===== config.mk =====
export PLATFORM = sky130hd
export DESIGN_NAME = rmmp_mac_port
export DESIGN_NICKNAME = d
export VERILOG_FILES = /design/src/rmmp_pkg.sv /design/src/rmmp_mac_port.sv
export SDC_FILE = /design/constraint.sdc
export NUM_CORES = 1
export LEC_CHECK = 0
export BUFFER_PORTS_ARGS = -buffer_cell sky130_fd_sc_hd__buf_2
export CAP_MARGIN = 20
export CORE_MARGIN = 8
export CORE_UTILIZATION = 61
export DETAILED_ROUTE_END_ITERATION = 6
export PLACE_DENSITY = 0.85
export SLEW_MARGIN = 40
export SYNTH_ARGS = -nofsm -noshare
export SYNTH_HDL_FRONTEND = slang
export SYNTH_SLANG_ARGS = --single-unit

===== constraint.sdc =====
create_clock -name clk -period 5.4 [get_ports clk]
set_input_delay 0.81 -clock clk [delete_from_list [all_inputs] [get_ports clk]]
set_output_delay 0.81 -clock clk [all_outputs]
set_load 0.1 [all_outputs]

===== src/rmmp_pkg.sv =====
package rmmp_pkg;
  // ==========================================================================
  // speed encoding and clock division
  localparam logic SPEED_100_LVL = 1'b1;
  localparam logic SPEED_10_LVL  = 1'b0;
  localparam int   CLK_MHZ       = 125;
  localparam int   REF_MHZ       = 25;
  localparam int   DIV_100       = 1;    // port clock = ref / 1 = 25 MHz
  localparam int   DIV_10        = 10;   // port clock = ref / 10 = 2.5 MHz
  localparam int   DIV_W         = 4;
  localparam logic [DIV_W-1:0] HALF_100 = 4'h0;  // toggle on every ref edge, rise and fall
  localparam logic [DIV_W-1:0] HALF_10  = 4'h4;  // 5 ref cycles per half period
  // invalid code symbol stand-in nibble sent on a transmit error at 100 Mbps
  localparam logic [3:0] BAD_SYMBOL_NIBBLE = 4'h5;
  localparam logic [3:0] NIBBLE_RST        = 4'h0;

  // ==========================================================================
  // carriers
  typedef struct packed {
    logic [3:0] nibble;
    logic       valid;
    logic       error;
  } rmmp_rx_t;

  typedef struct packed {
    logic [3:0] nibble;
    logic       error;
  } rmmp_tx_t;

  typedef enum logic [1:0] {
    RMMP_SPD_SAMPLE = 2'b00,
    RMMP_SPD_HOLD   = 2'b01
  } rmmp_spd_state_t;
endpackage


===== src/rmmp_mac_port.sv =====
`timescale 1ns/1ps
// Function
// - sample speed strap at reset events; high means 100 Mbps, low 10 Mbps.
// - drive received nibble, changing on falling edge of generated receive clock.
// - raise receive valid, synchronous to receive clock, while nibble carries frame data.
// - raise receive error, synchronous to receive clock, while presented nibble is invalid.
// - make transmit and receive clocks from 25 MHz reference: 2.5 or 25 MHz.
// - at 100 Mbps with transmit error, send invalid code symbols instead of data.
// - capture transmit nibble on transmit clock rise when enable high, else ignore.
// - drive collision high toward MAC while the segment has a collision.
// - carrier sense high while transmitting or receiving through this port, else low.
module rmmp_mac_port (
  input  wire logic              clk,
  input  wire logic              arst_n,
  input  wire logic              clkEn,
  input  wire logic              swReset,          // software reset pulse from repeater core
  input  wire logic              port_speed_strap,
  input  wire logic              ref_clock_25mhz,  // sampled like any pin
  output logic                   rx_port_clock,
  output logic                   tx_port_clock,
  output rmmp_pkg::rmmp_rx_t     rxOut,            // nibble, valid, error toward MAC
  input  wire logic              tx_frame_enable,
  input  wire logic [3:0]        txNibbleIn,
  input  wire logic              tx_stream_error,
  input  wire rmmp_pkg::rmmp_rx_t rxIn,            // from repeater core
  output logic                   rxInReady,
  output rmmp_pkg::rmmp_tx_t     txOut,            // toward repeater core
  output logic                   txOutValid,
  input  wire logic              txOutReady,
  input  wire logic              repCollision,
  input  wire logic              repReceiving,
  output logic                   segment_collision,
  output logic                   port_carrier_sense,
  output logic                   speed100
);
  // ==========================================================================
  // pin synchronisers: first stage is read only by second stage
  logic [2:0] syncA_q, syncB_q;
  logic [3:0] txdA_q, txdB_q;
  always_ff @(posedge clk or negedge arst_n) begin
    if (!arst_n) begin
      syncA_q <= 3'h0;
      syncB_q <= 3'h0;
      txdA_q  <= 4'h0;
      txdB_q  <= 4'h0;
    end else if (clkEn) begin
      syncA_q <= {ref_clock_25mhz, tx_frame_enable, tx_stream_error};
      syncB_q <= syncA_q;
      txdA_q  <= txNibbleIn;
      txdB_q  <= txdA_q;
    end
  end
  logic refS, txEnS, txErrS;
  assign {refS, txEnS, txErrS} = syncB_q;

  // ==========================================================================
  // speed strap: sample once after reset release or soft reset, then hold
  rmmp_pkg::rmmp_spd_state_t spdState_q;
  logic strapA_q, strapB_q, speed_q;
  always_ff @(posedge clk or negedge arst_n) begin
    if (!arst_n) begin
      strapA_q <= 1'b0;
      strapB_q <= 1'b0;
    end else if (clkEn) begin
      strapA_q <= port_speed_strap;
      strapB_q <= strapA_q;
    end
  end
  // sampling waits until the synchroniser holds a post-reset level
  logic [1:0] settle_q;
  always_ff @(posedge clk or negedge arst_n) begin
    if (!arst_n) begin
      spdState_q <= rmmp_pkg::RMMP_SPD_SAMPLE;
      settle_q   <= 2'h0;
      speed_q    <= rmmp_pkg::SPEED_10_LVL;
    end else if (clkEn) begin
      case (spdState_q)
        rmmp_pkg::RMMP_SPD_SAMPLE: begin
          settle_q <= settle_q + 2'h1;
          if (settle_q == 2'h3) begin
            speed_q    <= (strapB_q == rmmp_pkg::SPEED_100_LVL);
            spdState_q <= rmmp_pkg::RMMP_SPD_HOLD;
          end
        end
        rmmp_pkg::RMMP_SPD_HOLD: begin
          if (swReset) begin
            spdState_q <= rmmp_pkg::RMMP_SPD_SAMPLE;
            settle_q   <= 2'h0;
          end
        end
        default: spdState_q <= rmmp_pkg::RMMP_SPD_SAMPLE;
      endcase
    end
  end
  assign speed100 = speed_q;

  // ==========================================================================
  // port clock divider on sampled reference edges: rising only at 10 Mbps, both at 100 Mbps
  logic refD_q;
  logic [rmmp_pkg::DIV_W-1:0] divCnt_q;
  logic portClk_q, portRise, portFall;
  wire refRise = refS & ~refD_q;
  wire refEdge = refS ^ refD_q;
  // fast mode steps on both reference edges, so the port clock runs at the reference rate
  wire refStep = speed_q ? refEdge : refRise;
  wire [rmmp_pkg::DIV_W-1:0] halfCnt = speed_q ? rmmp_pkg::HALF_100 : rmmp_pkg::HALF_10;
  wire toggle = refStep && (divCnt_q >= halfCnt);
  always_ff @(posedge clk or negedge arst_n) begin
    if (!arst_n) begin
      refD_q    <= 1'b0;
      divCnt_q  <= '0;
      portClk_q <= 1'b0;
    end else if (clkEn) begin
      refD_q <= refS;
      if (refStep) begin
        divCnt_q <= toggle ? '0 : divCnt_q + 1'b1;
      end
      if (toggle) begin
        portClk_q <= ~portClk_q;
      end
    end
  end
  // at 100 Mbps the port clock flips on each reference edge: same rate as the reference
  // at 10 Mbps it flips every fifth reference rise: one tenth of the reference rate
  assign portRise = toggle & ~portClk_q;
  assign portFall = toggle & portClk_q;
  assign rx_port_clock = portClk_q;
  assign tx_port_clock = portClk_q;

  // ==========================================================================
  // receive path: two-entry buffer, drained one nibble per port clock fall
  rmmp_pkg::rmmp_rx_t rxBuf_q [2];
  logic [1:0] rxCnt_q;
  logic rxRd_q, rxWr_q;
  wire rxPush = rxInReady && rxIn.valid;
  wire rxPop  = portFall && (rxCnt_q != 2'h0);
  assign rxInReady = (rxCnt_q != 2'h2);
  always_ff @(posedge clk or negedge arst_n) begin
    if (!arst_n) begin
      rxCnt_q <= 2'h0;
      rxRd_q  <= 1'b0;
      rxWr_q  <= 1'b0;
      rxBuf_q[0] <= '0;
      rxBuf_q[1] <= '0;
    end else if (clkEn) begin
      if (rxPush) begin
        rxBuf_q[rxWr_q] <= rxIn;
        rxWr_q <= ~rxWr_q;
      end
      if (rxPop) rxRd_q <= ~rxRd_q;
      rxCnt_q <= rxCnt_q + {1'b0, rxPush} - {1'b0, rxPop};
    end
  end
  // outputs change only on falling port clock, so the MAC samples stable data
  always_ff @(posedge clk or negedge arst_n) begin
    if (!arst_n) begin
      rxOut <= '0;
    end else if (clkEn && portFall) begin
      if (rxCnt_q != 2'h0) begin
        rxOut.nibble <= rxBuf_q[rxRd_q].nibble;
        rxOut.valid  <= 1'b1;
        rxOut.error  <= rxBuf_q[rxRd_q].error;
      end else begin
        rxOut <= '0;
      end
    end
  end

  // ==========================================================================
  // transmit path: capture on port clock rise while enable high
  rmmp_pkg::rmmp_tx_t txBuf_q [2];
  logic [1:0] txCnt_q;
  logic txRd_q, txWr_q;
  // a tied-low enable never captures anything
  wire txPush = portRise && txEnS && (txCnt_q != 2'h2);
  wire txPop  = txOutValid && txOutReady;
  assign txOutValid = (txCnt_q != 2'h0);
  always_ff @(posedge clk or negedge arst_n) begin
    if (!arst_n) begin
      txCnt_q <= 2'h0;
      txRd_q  <= 1'b0;
      txWr_q  <= 1'b0;
      txBuf_q[0] <= '0;
      txBuf_q[1] <= '0;
    end else if (clkEn) begin
      if (txPush) begin
        // error only honoured at 100 Mbps; replaces the nibble
        if (speed_q && txErrS) begin
          txBuf_q[txWr_q] <= '{nibble: rmmp_pkg::BAD_SYMBOL_NIBBLE, error: 1'b1};
        end else begin
          txBuf_q[txWr_q] <= '{nibble: txdB_q, error: 1'b0};
        end
        txWr_q <= ~txWr_q;
      end
      if (txPop) txRd_q <= ~txRd_q;
      txCnt_q <= txCnt_q + {1'b0, txPush} - {1'b0, txPop};
    end
  end
  assign txOut = txBuf_q[txRd_q];

  // ==========================================================================
  // status toward MAC
  always_ff @(posedge clk or negedge arst_n) begin
    if (!arst_n) begin
      segment_collision  <= 1'b0;
      port_carrier_sense <= 1'b0;
    end else if (clkEn) begin
      segment_collision  <= repCollision;
      port_carrier_sense <= repReceiving | txEnS | rxOut.valid;
    end
  end

  // ==========================================================================
  AST_RX_FALL: assert property (@(posedge clk) disable iff (!arst_n)
    clkEn && !portFall |=> $stable(rxOut.nibble)) else $error("rx nibble moved off falling edge");
  AST_RX_VALID: assert property (@(posedge clk) disable iff (!arst_n)
    clkEn && portFall && rxCnt_q != 2'h0 |=> rxOut.valid) else $error("rx valid missing");
  AST_RX_ERR: assert property (@(posedge clk) disable iff (!arst_n)
    rxOut.error |-> rxOut.valid) else $error("rx error without valid");
  AST_CLK_EQ: assert property (@(posedge clk) disable iff (!arst_n)
    clkEn && speed_q && refEdge |=> $changed(tx_port_clock) && rx_port_clock == tx_port_clock)
    else $error("port clock does not follow reference at 100 Mbps");
  AST_TX_ERR: assert property (@(posedge clk) disable iff (!arst_n)
    clkEn && txPush && !speed_q |=> !txBuf_q[$past(txWr_q)].error) else $error("tx error at 10 Mbps");
  AST_TX_IGN: assert property (@(posedge clk) disable iff (!arst_n)
    clkEn && !txEnS && !txPop |=> txCnt_q == $past(txCnt_q)) else $error("tx captured without enable");
  AST_SPD_HOLD: assert property (@(posedge clk) disable iff (!arst_n)
    spdState_q == rmmp_pkg::RMMP_SPD_HOLD && !swReset |=> $stable(speed_q)) else $error("speed changed");
  AST_COL: assert property (@(posedge clk) disable iff (!arst_n)
    clkEn && repCollision |=> segment_collision) else $error("collision not shown");
  AST_CRS: assert property (@(posedge clk) disable iff (!arst_n)
    clkEn && repReceiving |=> port_carrier_sense) else $error("carrier not shown");
endmodule // rmmp_mac_port


Word-level counts from Yosys, hierarchy flattened
Cells that the tools add are included.

word-level totals
  output and inout bits = 18
  flip-flop bits (word level) = 65

operators by class
  order comparisons = 7
  $add $sub $neg = 6
  muxes and demuxes = 21
  bitwise gates (word level) = 19
  reductions and logical operators = 23
  eq/ne operators = 6

operators with widths
  cell                 number
  $mux 6               5
  $mux 5               4
  $bwmux 12            1
  $reduce_and 2->1     6
  $bwmux 10            1
  $logic_and 1x1->1    10
  $mux 10              1
  $reduce_and 3->1     3
  $ge 2x2->1 const B   4
  $ne 2x2->1 const B   4
  $not 1->2            4
  $pmux 2 s2           2
  $demux 6 s1          1
  $not 1->1            6
  $or 6x6->6           1
  $reduce_bool 2->1    3
  $demux 5 s1          1
  $add 2x1->2          2
  $add 4x1->4 const B  1
  $and 4x4->4          1
  $ge 4x3->1           1
  $lt 2x1->1 const B   2
  $mux 2               2
  $mux 4               1
  11 further kinds     15

Depth between registers and ports, before layout
  depth after elaboration = 9
  gate-level depth with buffers = 11

Worst setup path before layout
No wires, ideal clock.

  kind = register to register
  start = reg speed_q (netlist: speed100)
  end = reg txCnt_q[1]
  path slack = 2.070 ns
  stages on the path, launching flop included = 12
  arrival = 3.207 ns
  buffers on the path = 0
  period minus slack after synthesis = 3.330 ns
  setup time = 0.123 ns
  path through = dfrtp_1 > inv_1 > ha_1 > and2_0 > o221ai_2 > or4b_2 > ha_1 > inv_1 > ha_1 > xor2_1 > nand2_1 > xnor2_1

between the ends
  longest elaborated chain between the ends = 8
  elaborated cells on any way between the ends = 9
  classes of those cells = 2 x add/sub; 1 x order compare; 2 x mux; 1 x bitwise; 3 x reduce/logical

ends and longest elaborated chain
  element                           RTL line              RTL
  from (decl)                       rmmp_mac_port.sv:59   logic strapA_q, strapB_q, speed_q;
  from (signal assigned)            rmmp_mac_port.sv:75   speed_q <= rmmp_pkg::SPEED_10_LVL;
  from (signal assigned)            rmmp_mac_port.sv:81   speed_q <= (strapB_q == rmmp_pkg::SPEED_100_LVL);
  $mux 3                            rmmp_mac_port.sv:106  wire [rmmp_pkg::DIV_W-1:0] halfCnt = speed_q ? rmmp_pkg::HALF_100 : rmmp_pkg::HALF_10;
  $ge 4x3->1                        rmmp_mac_port.sv:107  wire toggle = refStep && (divCnt_q >= halfCnt);
  $logic_and 1x1->1 *               rmmp_mac_port.sv:107
  $and 1x1->1 *                     rmmp_mac_port.sv:125  assign portRise = toggle & ~portClk_q;
  $logic_and 1x1->1 * (2 in a row)  rmmp_mac_port.sv:175  wire txPush = portRise && txEnS && (txCnt_q != 2'h2);
  $add 2x1->2 *                     rmmp_mac_port.sv:196  txCnt_q <= txCnt_q + {1'b0, txPush} - {1'b0, txPop};
  $sub 2x1->2 *                     rmmp_mac_port.sv:196
  to (signal assigned)              rmmp_mac_port.sv:196
  to (decl)                         rmmp_mac_port.sv:172  logic [1:0] txCnt_q;

Mark *: on every way between the ends. The rest lies on a longest branch, timed or not.
A chain may end at the register's enable or synchronous reset.

Worst setup path in the final report
Same ends and word-level chain as after synthesis.

==> impl_results.md <==
* Diode count at 0
* Buf/Inv on CP at 2
* DIE WIDTH at 83.9 um
* Most frequent cells in the layout: 62 x dfrtp_1, 44 x mux2_2, 38 x buf_2
* Starting Density at a little under two thirds
* Synth top area cells: dfrtp_1 55%, mux2_2 18%, ha_1 4.0%
* Synth area leader: dfrtp_1
* Initial antenna violation count at 0
* R2R Setup Slk at about 2.6 ns
* Crit start category: flop
* Final hold vios at 0
* Yosys reg bits at just over 60
* Antenna viol nets, final at 0
* Clock Root Buffer: clkbuf_8
* DRT iter0 DRCs at 65
* Final wirelength at between 5000 and 6000 um
* Num CTS Buffers at 9
* Slowest cell on crit path: or4b_2
* Number of hold buffers added after CTS at 0
* Sequential cell area at 0.00155 mm2
* Cells after Synth at 220
* DR vias/cell at approximately 5.5
* Worst path cell trace: inv_1 -> ha_1 -> and2_0 -> o221ai_2 -> or4b_2 -> ha_1 -> inv_1 -> ha_1 -> xor2_1 -> nand2_1 -> xnor2_1
* Tmin final at about 2.8 ns
* Drt pass-1 iters at 4
* Wirelength per Cell at between 15 and 20 um
* Worst-Margin Slew at ~0.7 ns
* CTS tree: done
* Number of remaining DRC errors at 0
* Rel. slew slack at a little over half
* CTS max path bufs at 2
* Vias after detailed routing at about 1800
* Die area at slightly above 0.007 mm2
* RSZ-0062 raised after global routing: no
* Largest net degree at the start of global routing at 63
* Met1 usage at about 18%
* Min-Delay Startpoint: txCnt_q[1]
* Met2 usage at between 20% and 30%
* Core area at around 0.0044 mm2
* CP dominant cell by count: ha_1
* Share of the synthesized area in the top cell type at 55.1%
* MaxCap Viol Count at 0
* Worst-Skew Late Latency at 0.33 ns
* Library cells used by synthesis at 37
* Area of the multi-input gates at between 0.001 and 0.0015 mm2
* Hold WC Path Type: reg2reg
* Clock-pin slew on the worst setup and hold paths at approximately 0.07 ns
* Commonest non-fill, non-tap cell in the layout: dfrtp_1
* GR Layer Usage met3 at ~7.6%
* Worst-path maximum fanout at 8
* CTS Sinks at 62
* Syn Nets at between 200 and 300
* Share of cells above drive strength 1 at about two fifths
* Outcome: completed
* Pins over their slew limit at 0
* Vias in the first global route at around 2000
* GRT overflow at 0
* Crit. End Element: flop
* Row cnt at 24
* Hold Crit Depth at 1
* Ys async rst share at between 90% and 100%
* I/O pin count at 39
* Worst path max stage delay at 0.64 ns
* Max H-tree Level at 3
* Setup Skew at 0.00760 ns
* Busiest layer in global routing: met2
* PostCTS Resize Cnt at 0
* Area Growth Syn to Fin at 16.8%
* Post-synth EDFFs at 0
* FF-to-FF End: txCnt_q[1]
* Post-Syn Area per Cell at approximately 13 um2
* Crit Reg-Reg Startpoint: speed100
* DIE HEIGHT at 83.9 um
* Final Cycle Share at between 50 and 60%
* Synth Flop Type: dfrtp_1
* Yosys warning count at 0
* Post-CTS Setup Inserts at 0
* Post-Synthesis Cell Area at between 0.002 and 0.003 mm2
* Achievable Freq at 351 MHz
* Kind of critical path: reg2reg
* Post-route setup TNS at 0 ns
* GRT Total Usage at 16.3%
* Critical Path RT at approximately 5.6 ns
* IO Port Bufs at 38
* Hold endpoint: txCnt_q[1]
* Number of nets in the layout at 291
* Register area share after synthesis at a little under three fifths
* Gp weighted congestion at about 0.75
* Global-route wire length before repair at 9140 um
* Cell family with most CP delay: simple AND/OR/NAND/NOR gates
* Worst Reg-to-Reg Cells at 11
* DP HPWL at 3620 um
* Final Setup Violations at 0
* CP arrival at about 3 ns
* Fillers at ~280
sequential cells by signal, indices dropped and copies added (netlist names), 2 cells and up:
| signal | count |
|---|---|
| syncB_q | 3 |
| syncA_q | 3 |
| rxBuf_q | 10 |
| settle_q | 2 |
| txdA_q | 4 |
| rxCnt_q | 2 |
| txBuf_q | 10 |
| txCnt_q | 2 |
| rxOut | 6 |
| divCnt_q | 4 |
| txdB_q | 4 |
worst max-delay path by stage:
stage | startpoint | to | slack [ns] | depth (start not counted)
after floorplan | speed100 | txCnt_q[1] | 2.07 | 11
after global placement | speed100 | txCnt_q[1] | 2.67 | 11
after detailed placement | speed100 | txCnt_q[1] | 2.57 | 11
after CTS | speed100 | txCnt_q[1] | 2.55 | 11
after global routing | speed100 | txCnt_q[1] | 2.37 | 11
final | speed100 | txCnt_q[1] | 2.55 | 11
per-layer routing:
metal,part of all wire (%),vias up
li1,-,841
met1,43,861
met2,49,49
met3,6.3,9
met4,2.0,0
met5,0,-
cell type report:
type                       count  area share (%)
sequential                    62            47.2
multi-input combinational    139            36.0
timing repair buffer          39            6.12
clock buffer                  13            4.83
clock inverter                 3            2.74
tap                           52            1.98
inverter                      10            1.14
synthesized netlist by cell type (all sizes together) (2+ instances only):
cell type	number
mux2	49
nand2	13
or2	3
xnor2	4
dfrtp	62
or3	2
nand3	3
inv	10
nor3	2
clkbuf	4
mux2i	5
ha	9
nand2b	6
a21oi	3
buf	5
o21ai	8
and2	5
xor2	3
nor2	11
through the flow:
stage	utilization (%)	hold WS (ns)	instance area, um2	instances	setup WS, ns
finish	74.5	0.496	3290	318	2.55
global route	74.5	0.525	3290	318	2.37
global placement	68.8	0.475	3040	302	2.67
detailed placement	68.8	0.484	3040	302	2.57
CTS	74.4	0.496	3290	318	2.55
floorplan	-	0.449	2820	220	2.07
cells by family after synthesis:
logic type,count (synthesis),synth area share (%)
DFF,62,55.1
AOI/OAI and AO/OA,20,4.93
and+or+nand+nor,49,8.93
xor gates and xnor gates,7,2.18
buffers and inverters,19,2.80
adders and majority gates,9,4.00
muxes,54,22.0
Power is not shown: default switching activity piles up to over one toggle a cycle in this logic, so the estimate is an artifact.
